--- src/verilog/tvdac_pkg.sv ---
package tvdac_pkg;

	// per-channel level selection, one-hot
	typedef enum logic [4:0] {
		TVDAC_LVL_DATA = 5'b00001,
		TVDAC_LVL_BLACK = 5'b00010,
		TVDAC_LVL_BLANK = 5'b00100,
		TVDAC_LVL_OVER = 5'b01000,
		TVDAC_LVL_SYNC = 5'b10000
	} tvdac_level_t;

	localparam int TVDAC_WORD_W = 8;
	localparam int TVDAC_FIFO_DEPTH = 8;
	localparam int TVDAC_FIFO_AW = 3;
	localparam int TVDAC_SEG_W = 16;

	// register map, byte addresses
	localparam logic [7:0] TVDAC_OFS_CTRL = 8'h00;
	localparam logic [7:0] TVDAC_OFS_STAT = 8'h04;
	localparam logic [7:0] TVDAC_OFS_LEVEL = 8'h08;
	localparam logic [7:0] TVDAC_OFS_CODE = 8'h0c;

	localparam int TVDAC_CTRL_EN_BIT = 0;
	localparam int TVDAC_CTRL_BYP_BIT = 1;
	localparam logic [1:0] TVDAC_CTRL_RST = 2'h1;
	localparam logic [TVDAC_WORD_W-1:0] TVDAC_FULL_CODE = 8'hff;
	localparam logic [TVDAC_WORD_W-1:0] TVDAC_ZERO_CODE = 8'h00;

	// one pixel with its video controls
	typedef struct packed {
		logic sync;
		logic blank;
		logic overlay;
		logic [TVDAC_WORD_W-1:0] green;
		logic [TVDAC_WORD_W-1:0] red;
		logic [TVDAC_WORD_W-1:0] blue;
	} tvdac_pixel_t;

	localparam int TVDAC_PIX_W = $bits(tvdac_pixel_t);

	// drive to one complementary current pair
	typedef struct packed {
		tvdac_level_t level;
		logic [TVDAC_SEG_W-1:0] seg;
		logic [TVDAC_WORD_W-1:0] minus_code;
		logic [TVDAC_WORD_W-1:0] plus_code;
	} tvdac_chan_t;

endpackage

--- src/verilog/tvdac_mem.sv ---
`timescale 1ns/10ps
`default_nettype none
module tvdac_mem
#(
	parameter int WIDTH = 8,
	parameter int DEPTH = 8,
	parameter int AW = 3
)
(
	// clock
	input wire logic mclk,
	// write side
	input wire logic wr_en,
	input wire logic [AW-1:0] wr_addr,
	input wire logic [WIDTH-1:0] wr_data,
	// read side, registered
	input wire logic [AW-1:0] rd_addr,
	output logic [WIDTH-1:0] rd_data
);

	logic [WIDTH-1:0] mem [DEPTH];

	always_ff @(posedge mclk)
	begin
		if (wr_en)
		begin
			mem[wr_addr] <= wr_data;
		end
		rd_data <= mem[rd_addr];
	end

endmodule
`default_nettype wire

--- src/verilog/tvdac_fifo.sv ---
`timescale 1ns/10ps
`default_nettype none
module tvdac_fifo
#(
	parameter int WIDTH = 8,
	parameter int DEPTH = 8,
	parameter int AW = 3
)
(
	// clock and reset
	input wire logic mclk,
	input wire logic resetn,
	// fill side
	input wire logic in_valid,
	output logic in_ready,
	input wire logic [WIDTH-1:0] in_data,
	// drain side
	output logic out_valid,
	input wire logic out_ready,
	output logic [WIDTH-1:0] out_data
);

	typedef struct packed {
		logic [AW:0] wp;
		logic [AW:0] rp;
		logic ov;
	} tvdac_fifo_st_t;

	tvdac_fifo_st_t st_q, st_d;
	logic [AW:0] count;
	logic push, pop, rd_take;
	logic [WIDTH-1:0] rd_data;

	assign count = st_q.wp - st_q.rp;
	// the word held in the output stage still owns its memory slot, so it counts toward depth
	assign in_ready = st_q.ov ? (count != (AW+1)'(DEPTH - 1)) : (count != (AW+1)'(DEPTH));
	assign push = in_valid && in_ready;
	assign out_valid = st_q.ov;
	assign pop = st_q.ov && out_ready;
	// fetch next word when output stage is free or being drained
	assign rd_take = (st_q.wp != st_q.rp) && (!st_q.ov || pop);
	assign out_data = rd_data;

	always_comb
	begin
		st_d = st_q;
		if (push)
		begin
			st_d.wp = st_q.wp + 1'b1;
		end
		if (rd_take)
		begin
			st_d.rp = st_q.rp + 1'b1;
			st_d.ov = 1'b1;
		end
		else if (pop)
		begin
			st_d.ov = 1'b0;
		end
	end

	always_ff @(posedge mclk or negedge resetn)
	begin
		if (!resetn)
		begin
			st_q <= '0;
		end
		else
		begin
			st_q <= st_d;
		end
	end

	// read data register holds the head word while out_valid stands
	tvdac_mem #(.WIDTH(WIDTH), .DEPTH(DEPTH), .AW(AW)) u_mem (
		.mclk(mclk),
		.wr_en(push),
		.wr_addr(st_q.wp[AW-1:0]),
		.wr_data(in_data),
		.rd_addr(rd_take ? st_q.rp[AW-1:0] : st_q.rp[AW-1:0] - 1'b1),
		.rd_data(rd_data)
	);

endmodule
`default_nettype wire

--- src/verilog/tvdac_top.sv ---
// Implementation choices: the AHB-Lite interface to the registers and the register offsets.
`timescale 1ns/10ps
`default_nettype none
module tvdac_top
	import tvdac_pkg::*;
(
	// clock and reset
	input wire logic mclk,
	input wire logic resetn,
	// pixel input stream from the display controller
	input wire logic pix_valid,
	output logic pix_ready,
	input wire logic [TVDAC_WORD_W-1:0] green_word,
	input wire logic [TVDAC_WORD_W-1:0] red_word,
	input wire logic [TVDAC_WORD_W-1:0] blue_word,
	input wire logic video_sync,
	input wire logic video_blank,
	input wire logic video_overlay,
	// current switch drive
	output tvdac_chan_t green_out,
	output tvdac_chan_t red_out,
	output tvdac_chan_t blue_out,
	// ahb-lite slave
	input wire logic hsel,
	input wire logic [31:0] haddr,
	input wire logic [1:0] htrans,
	input wire logic hwrite,
	input wire logic [2:0] hsize,
	input wire logic [31:0] hwdata,
	input wire logic hready,
	output logic hreadyout,
	output logic hresp,
	output logic [31:0] hrdata
);

	////////////////////////////////////////////////////////////////////////////////
	// decode helpers

	// thermometer decode of the upper four bits, weights the segmented switches
	function automatic logic [TVDAC_SEG_W-1:0] seg_decode(input logic [TVDAC_WORD_W-1:0] w);
		logic [TVDAC_SEG_W-1:0] t;
		t = '0;
		for (int i = 0; i < TVDAC_SEG_W; i++)
		begin
			t[i] = (5'(i) < {1'b0, w[7:4]});
		end
		return t;
	endfunction

	// bus bit position 7 is the word's most significant pin
	function automatic logic [TVDAC_WORD_W-1:0] word_in(input logic [TVDAC_WORD_W-1:0] w, input logic en);
		return en ? w : TVDAC_ZERO_CODE;
	endfunction

	// level choice by priority: sync, blank, overlay, data
	function automatic tvdac_chan_t chan_sel(input tvdac_pixel_t p,
		input logic [TVDAC_WORD_W-1:0] w, input logic is_green);
		tvdac_chan_t c;
		c.seg = seg_decode(w);
		if (p.sync)
		begin
			c.level = is_green ? TVDAC_LVL_SYNC : TVDAC_LVL_BLANK;
		end
		else if (p.blank)
		begin
			c.level = TVDAC_LVL_BLANK;
		end
		else if (p.overlay)
		begin
			c.level = TVDAC_LVL_OVER;
		end
		else if (w == TVDAC_ZERO_CODE)
		begin
			c.level = TVDAC_LVL_BLACK;
		end
		else
		begin
			c.level = TVDAC_LVL_DATA;
		end
		case (c.level)
			TVDAC_LVL_SYNC:
			begin
				c.minus_code = TVDAC_FULL_CODE;
				c.plus_code = TVDAC_ZERO_CODE;
			end
			TVDAC_LVL_BLANK:
			begin
				c.minus_code = TVDAC_FULL_CODE;
				c.plus_code = TVDAC_ZERO_CODE;
			end
			TVDAC_LVL_OVER:
			begin
				c.minus_code = TVDAC_ZERO_CODE;
				c.plus_code = TVDAC_FULL_CODE;
			end
			TVDAC_LVL_BLACK, TVDAC_LVL_DATA:
			begin
				// minus current shrinks as code rises
				c.minus_code = ~w;
				c.plus_code = w;
			end
			default:
			begin
				c.minus_code = TVDAC_ZERO_CODE;
				c.plus_code = TVDAC_ZERO_CODE;
			end
		endcase
		return c;
	endfunction

	////////////////////////////////////////////////////////////////////////////////
	// input capture

	typedef struct packed {
		tvdac_pixel_t pix;
		logic [1:0] ctrl;
		tvdac_chan_t g;
		tvdac_chan_t r;
		tvdac_chan_t b;
		logic [31:0] frames;
		logic [7:0] ap_addr;
		logic ap_wr;
		logic ap_rd;
	} tvdac_state_t;

	tvdac_state_t st_q, st_d;
	tvdac_pixel_t in_pix;
	tvdac_pixel_t q_pix;
	logic q_valid, q_ready;
	logic enable, bypass;
	logic take;

	assign enable = st_q.ctrl[TVDAC_CTRL_EN_BIT];
	assign bypass = st_q.ctrl[TVDAC_CTRL_BYP_BIT];

	always_comb
	begin
		// undriven pins are assumed pulled low by the pad ring
		in_pix.sync = video_sync;
		in_pix.blank = video_blank;
		in_pix.overlay = video_overlay;
		in_pix.green = word_in(green_word, 1'b1);
		in_pix.red = word_in(red_word, 1'b1);
		in_pix.blue = word_in(blue_word, 1'b1);
	end

	// pixel buffer; while disabled the drain stalls and the fifo fills
	tvdac_fifo #(.WIDTH(TVDAC_PIX_W), .DEPTH(TVDAC_FIFO_DEPTH), .AW(TVDAC_FIFO_AW)) u_fifo (
		.mclk(mclk),
		.resetn(resetn),
		.in_valid(pix_valid),
		.in_ready(pix_ready),
		.in_data(in_pix),
		.out_valid(q_valid),
		.out_ready(q_ready),
		.out_data(q_pix)
	);

	assign q_ready = enable;
	assign take = q_valid && q_ready;

	////////////////////////////////////////////////////////////////////////////////
	// bus access

	logic ap_valid;
	logic [31:0] rd_word;

	assign ap_valid = hsel && hready && htrans[1];
	assign hreadyout = 1'b1;
	assign hresp = 1'b0;

	always_comb
	begin
		rd_word = '0;
		case (st_q.ap_addr)
			TVDAC_OFS_CTRL: rd_word = {30'h0, st_q.ctrl};
			TVDAC_OFS_STAT: rd_word = st_q.frames;
			TVDAC_OFS_LEVEL: rd_word = {17'h0, st_q.g.level, st_q.r.level, st_q.b.level};
			TVDAC_OFS_CODE: rd_word = {8'h0, st_q.g.plus_code, st_q.r.plus_code, st_q.b.plus_code};
			default: rd_word = '0;
		endcase
	end

	////////////////////////////////////////////////////////////////////////////////
	// next state

	always_comb
	begin
		st_d = st_q;
		st_d.ap_wr = ap_valid && hwrite;
		st_d.ap_rd = ap_valid && !hwrite;
		if (ap_valid)
		begin
			st_d.ap_addr = haddr[7:0];
		end
		if (st_q.ap_wr && st_q.ap_addr == TVDAC_OFS_CTRL)
		begin
			st_d.ctrl = hwdata[1:0];
		end
		if (take)
		begin
			// controls and words sampled together on the same edge
			st_d.pix = bypass ? in_pix : q_pix;
			st_d.frames = st_q.frames + 32'h1;
		end
		// selection registered from the sampled pixel, one edge later
		st_d.g = chan_sel(st_q.pix, st_q.pix.green, 1'b1);
		st_d.r = chan_sel(st_q.pix, st_q.pix.red, 1'b0);
		st_d.b = chan_sel(st_q.pix, st_q.pix.blue, 1'b0);
	end

	always_ff @(posedge mclk or negedge resetn)
	begin
		if (!resetn)
		begin
			st_q <= '0;
			st_q.ctrl <= TVDAC_CTRL_RST;
			st_q.pix.blank <= 1'b1;
			st_q.g.level <= TVDAC_LVL_BLANK;
			st_q.r.level <= TVDAC_LVL_BLANK;
			st_q.b.level <= TVDAC_LVL_BLANK;
			st_q.g.minus_code <= TVDAC_FULL_CODE;
			st_q.r.minus_code <= TVDAC_FULL_CODE;
			st_q.b.minus_code <= TVDAC_FULL_CODE;
		end
		else
		begin
			st_q <= st_d;
		end
	end

	// all three channels update on the same edge
	assign green_out = st_q.g;
	assign red_out = st_q.r;
	assign blue_out = st_q.b;
	assign hrdata = st_q.ap_rd ? rd_word : 32'h0;

endmodule
`default_nettype wire

--- config.mk ---
export PLATFORM = sky130hd
export DESIGN_NAME = tvdac_top
export DESIGN_NICKNAME = d
export VERILOG_FILES = /design/src/verilog/tvdac_pkg.sv /design/src/verilog/tvdac_mem.sv /design/src/verilog/tvdac_fifo.sv /design/src/verilog/tvdac_top.sv
export SDC_FILE = /design/constraint.sdc
export NUM_CORES = 1
export LEC_CHECK = 0
export BUFFER_PORTS_ARGS = -buffer_cell sky130_fd_sc_hd__buf_2
export CAP_MARGIN = 15
export CORE_UTILIZATION = 60
export DETAILED_ROUTE_END_ITERATION = 8
export PLACE_DENSITY = 0.83
export SLEW_MARGIN = 20
export SYNTH_ARGS = -nofsm -noshare
export SYNTH_HDL_FRONTEND = slang
export SYNTH_HIERARCHICAL = 1
export SYNTH_SLANG_ARGS = --single-unit
--- constraint.sdc ---
create_clock -name mclk -period 9.1 [get_ports mclk]
set_input_delay 1.82 -clock mclk [delete_from_list [all_inputs] [get_ports mclk]]
set_output_delay 1.82 -clock mclk [all_outputs]
set_load 0.005 [all_outputs]
# After elaboration in Yosys (flattened, before gate mapping)
# Memory sizes are Yosys's and may differ from the RTL's. A register that Yosys moved wholly into a read port is not among the register bits.
# Index checks and enable logic that the tools add are counted.
classes:
  n_mux: 24
  addsub: 5
  order_cmp: 45
  n_eq_ne: 21
  div_mod_pow: 0
  n_reduce_logical: 22
  n_mul: 0
  bitwise_logic: 3
  shifts: 0
ops:
  columns: ["operator", "count"]
  rows:
  - ["$pmux W16 S3", 3]
  - ["$pmux W32 S4", 1]
  - ["$lt A4 B4 Y1 const A", 21]
  - ["$lt A3 B4 Y1 const A", 12]
  - ["$add A32 B1 Y32 const B", 1]
  - ["$logic_not A8 Y1", 4]
  - ["$mux W32", 1]
  - ["$mux W4", 8]
  - ["$mux W27", 1]
  - ["$lt A1 B4 Y1 const A", 6]
  - ["$lt A2 B4 Y1 const A", 6]
  - ["$not A8 Y8", 3]
  - ["$eq A8 B4 Y1 const B", 2]
  - ["$eq A5 B1 Y1 const B", 3]
  - ["$eq A5 B2 Y1 const B", 3]
  - ["$eq A5 B3 Y1 const B", 3]
  - ["$eq A5 B4 Y1 const B", 3]
  - ["$eq A5 B5 Y1 const B", 3]
  - ["$reduce_or A2 Y1", 6]
  - ["$add A4 B1 Y4 const B", 2]
  - ["$eq A8 B3 Y1 const B", 1]
  - ["$logic_and A1 B1 Y1", 8]
  - ["$mux W2", 3]
  - ["$mux W1", 5]
  - ["other kinds (10)", 11]
totals:
  mem_count: 1
  output_inout_bits: 146
  word_cells: 147
  mem_bits_ro: 0
  input_bits: 102
  latchBits: 0
  ram_bits: 216
  reg_bits: 188
mem_list:
  columns: ["memory", "depth", "width", "read_ports", "rd_clocked_by_memory_dff", "wr", "line", "rtl"]
  rows:
  - ["u_fifo.u_mem.mem", 8, 27, 1, 1, 1, "tvdac_mem.sv:21", "logic [WIDTH-1:0] mem [DEPTH];"]

# Longest topological paths before layout
depth:
  depth_word: 8
  mapped_depth: 11
  ltp_nobuf: 11

# Hierarchy
# Netlist, hierarchy kept.
by_module_without_submodules:
  columns: ["mod", "area_each_um2", "instances", "seq_area_each_um2", "cells_each"]
  rows:
  - ["tvdac_mem", 8912.3, 1, 7026.7, 352]
  - ["tvdac_top", 7910.1, 1, 4389.2, 729]
  - ["tvdac_fifo", 689.4, 1, 225.2, 75]

# Least setup slack after synthesis
# OpenSTA, ideal clock, no wires.
synth_timing:
  path_kind: "input -> register"
  start: "in pix_valid"
  end: "mem u_fifo/u_mem/mem[0][0] (netlist name) (enable)"
  cell_stages: 5
  setup_ps: 445
  required_time_ps: 8655
  setup_slack_ps: 4473
  n_path_buf: 0
  t_arrival_ps: 4182
  path_cell_list: "nand2_1 -> mux2_4 -> inv_1 -> nand2b_1 -> nor3_1"
synth_via:
  elab_chain_len: 3
synth_rtl:
  columns: ["element", "line", "rtl"]
  rows:
  - ["start, declared", "tvdac_top.sv:11", "input wire logic pix_valid,"]
  - ["$logic_and A1 B1 Y1", "tvdac_fifo.sv:37", "assign push = in_valid && in_ready;"]
  - ["via u_fifo.push", "tvdac_fifo.sv:31", "logic push, pop, rd_take;"]
  - ["$mux W1", "tvdac_mem.sv:25", "if (wr_en)"]
  - ["$mux W1 (implied by the code)", "tvdac_mem.sv:27", "mem[wr_addr] <= wr_data;"]
  - ["end, declared", "tvdac_mem.sv:21", null]
# The timed path passes the listed nets, and every way through them passes these cells.

# Final worst setup path
layout_timing:
  start: "reg st_q[4] (netlist name)"
  end: "out hrdata[9]"
layout_via:
  elab_chain_len: 3
  elab_cells_between_ends: 6
  cone_classes: "eq/ne: 3; mux: 2; reduce/logical: 1"
layout_rtl:
  columns: ["element", "line", "rtl"]
  rows:
  - ["start, declared", "tvdac_top.sv:126", "tvdac_state_t st_q, st_d;"]
  - ["start signal, assigned", "tvdac_top.sv:228", "st_q <= st_d;"]
  - ["$eq A8 B4 Y1 (tied with other cells)", "tvdac_top.sv:175", "case (st_q.ap_addr)"]
  - ["$pmux W32 S4 *", "tvdac_top.sv:175", null]
  - ["$mux W32 *", "tvdac_top.sv:236", "assign hrdata = st_q.ap_rd ? rd_word : 32'h0;"]
  - ["end, declared", "tvdac_top.sv:33", "output logic [31:0] hrdata"]
# Mark *: on every way between the ends. The rest lies on a longest branch, timed or not.

==> impl_metrics.tcl <==
set metrics [dict create \
    outcome "completed" \
    start_util 0.610 \
    leakage_nw 7.81 \
    synth_cell_types 58 \
    yosysSeqAreaShare 0.665 \
    holdPathStages 0 \
    drtIter0Drc 820 \
    die_h_um 173 \
    ant_nets 0 \
    synthAdderAreaFrac 0.00614 \
    numCtsBuffers 43 \
    synthArstFlopShare 0.430 \
    tns_ns 0 \
    power_density_mw_per_mm2 355 \
    slew-limit-headroom 0.282 \
    grt_pass1_wl_um 55300 \
    design_area_mm2 0.0193 \
    reg2reg_depth 11 \
    rsz0062_at_grt "no" \
    cts-resized-gates 0 \
    clkLatencyLatePin_ns 0.54 \
    synth_top_family_by_area "multiplexers" \
    postCtsHoldBufs 0 \
    grt_pass1_vias 9665 \
    clk_pin_slew_ns 0.06 \
    fin_skew_ns 0.0223 \
    fin_crit_ns 4.58 \
    grt-ovfl-total 0 \
    synth_top_flop_cell "edfxtp_1" \
    htreeDepth 2 \
    synth.area.top_cells "edfxtp_1 (37%), dfrtp_1 (22%), mux4_1 (8.1%)" \
    ys_seq_elements 426 \
    place_area_mm2 0.0179 \
    fin_crit_sh 0.503 \
    io_pins 248 \
    path_class "flip-flop to output port" \
    numPortBuffers 182 \
    synth_top_cell_by_area "edfxtp_1" \
    drc_errors 0 \
    startpoint_type "flip-flop" \
    synth_edf_count 216 \
    synth_most_common_cell "edfxtp_1" \
    cp.required_ns 7.28 \
    hold_ws_ns 0.454 \
    cts_tree "built" \
    netlist_area_mm2 0.0175 \
    fmax_mhz 218 \
    core_area_mm2 0.0287 \
    drt-total-wl_um 36000 \
    worstMarginPinSlew_ns 1.07 \
    synth_top_area_frac 0.370 \
    vias 9593 \
    drive_gt1_frac 0.277 \
    grt_use_total 0.244 \
    syn_area_per_cell_um2 15.1 \
    synth_common_cells "edfxtp_1 (216), dfrtp_1 (155), buf_4 (114)" \
    wl_per_cell_um 21.8 \
    postSynthCellCount 1156 \
    path_max_fanout 19 \
    area_delta_synth_final_pct 10.3 \
    cts_root_buf "clkbuf_16" \
    dp_hpwl_um 22300 \
    cts_sinks 426 \
    final_nets 1340 \
    die_w_um 173 \
    setup_viol 0 \
    vias_per_cell 5.80 \
    clockBufferDepth 3 \
    drv_slew 0 \
    finalHoldViolCount 0 \
    ir_worst_vdd_mv 0.330 \
    dr.pass1.iters 5 \
    yosys.area_share.simple 0.0713 \
    dieArea_mm2 0.0299 \
    grt_max_degree 120 \
    cp.arrival_ns 2.76 \
    post-cts-setup-buffers 0 \
    synth_xor_area_frac 0.0195 \
    globalplace.congestion 0.934 \
    cp-end-kind "output port" \
    row_count 62 \
    cap_violations 0 \
    hold_path.class "flip-flop to flip-flop" \
    antenna_found_initial 9 \
    synth_compound_area_frac 0.0350 \
    synth_mux_area_frac 0.130 \
    synth_warnings 6 \
]
## per-stage QoR
stage	setup slack, ns	cells	utilization	total power [mW]
finish	4.52	1654	0.673	6.86
global route	4.37	1652	0.673	7.18
CTS	4.54	1649	0.672	6.91
detailed placement	5.15	1569	0.625	5.20
global placement	5.19	1569	0.625	5.07
floorplan	4.47	1161	-	4.72
## layout make-up
class	instances	area [um^2]
clock inverter	14	136
timing repair buffer	190	980
multi-input combinational	527	4680
tap	384	480
antenna	5	12.5
fill	1891	9390
clock buffer	66	1220
inverter	42	159
sequential	426	11600
## cell families after synthesis
family | Yosys count
DFF | 426
and+or+nand+nor | 246
buffers and inverters | 208
muxes | 130
AOI/OAI and AO/OA | 97
xor gates and xnor gates | 39
adders and majority gates | 8
other | 2
## state kept, by name (all words and copies together), names as in the netlist
register	cells
u_fifo/u_mem/mem	216
st_q	69
green_out	36
blue_out	34
red_out	33
u_fifo/u_mem/rd_data	27
u_fifo/st_q	8
bypass	1
enable	1
u_fifo/out_valid	1
## routing by layer
layer / vias to the layer above / track usage / share of wire
met1: 4840 / 0.316 / 0.40
met2: 401 / 0.402 / 0.49
met4: 10 / 0.104 / 0.033
met3: 89 / 0.0556 / 0.068
li1: 4253 / - / -
met5: - / 0 / 0.0017
## final timing paths
check,slack (ns),start,endpoint
max in group asynchronous,6.31,resetn,st_q[23]$_DFFE_PN0P_
min in group asynchronous,1.42,resetn,green_out[25]$_DFF_PN0_
hold / removal,0.45,st_q[181]$_DFFE_PN0P_,green_out[36]$_DFF_PN0_
setup / recovery,4.52,st_q[4]$_DFFE_PN0P_,hrdata[9]
hold reg to reg,0.45,st_q[181]$_DFFE_PN0P_,green_out[36]$_DFF_PN0_
setup reg to reg,5.48,u_fifo/st_q[5]$_DFFE_PN0P_,u_fifo/u_mem/mem[1][4]$_DFFE_PP_
## layout by cell type (no fill, tap or decap), types with 5 or more instances in the layout
cell / netlist / routed
o21ai_0: 14 / 14
buf_4: 114 / 8
mux2_2: 45 / 45
nand2_1: 33 / 33
a22oi_1: 22 / 22
buf_2: 8 / 181
nand3_1: 13 / 13
nand2b_1: 8 / 8
clkinv_2: 0 / 6
mux2i_1: 27 / 27
mux4_1: 54 / 54
a21oi_1: 35 / 34
clkbuf_1: 26 / 18
ha_1: 7 / 7
dfrtp_1: 155 / 155
dfstp_2: 28 / 28
nor2_4: 0 / 6
nor2_1: 107 / 101
a21o_1: 8 / 8
clkbuf_8: 0 / 5
nor2b_1: 7 / 7
and3_1: 17 / 17
diode_2: 0 / 5
clkbuf_16: 0 / 44
dfxtp_1: 27 / 27
inv_1: 42 / 41
nor4_1: 6 / 6
edfxtp_1: 216 / 216
xor2_1: 7 / 7
or3_1: 5 / 5
conb_1: 2 / 7
nand4_1: 16 / 16
xnor2_1: 32 / 31
nor3_1: 13 / 11
## report_power, final
part	switching, mW	internal, mW	leakage (nW)
Combinational	1.12	1.03	2.79
Clock	0.700	0.987	0.657
Sequential	0.361	2.66	4.37
Total	2.18	4.68	7.81
## worst max-delay path, cell delays in order, from the launching register on
cell and delay (ns):
dfrtp_1 0.91, nor2b_1 0.27, nor4b_4 0.54, a22oi_1 0.17, nor2_1 0.17, buf_2 0.14
Note: power is estimated with default switching activity, not from simulation.
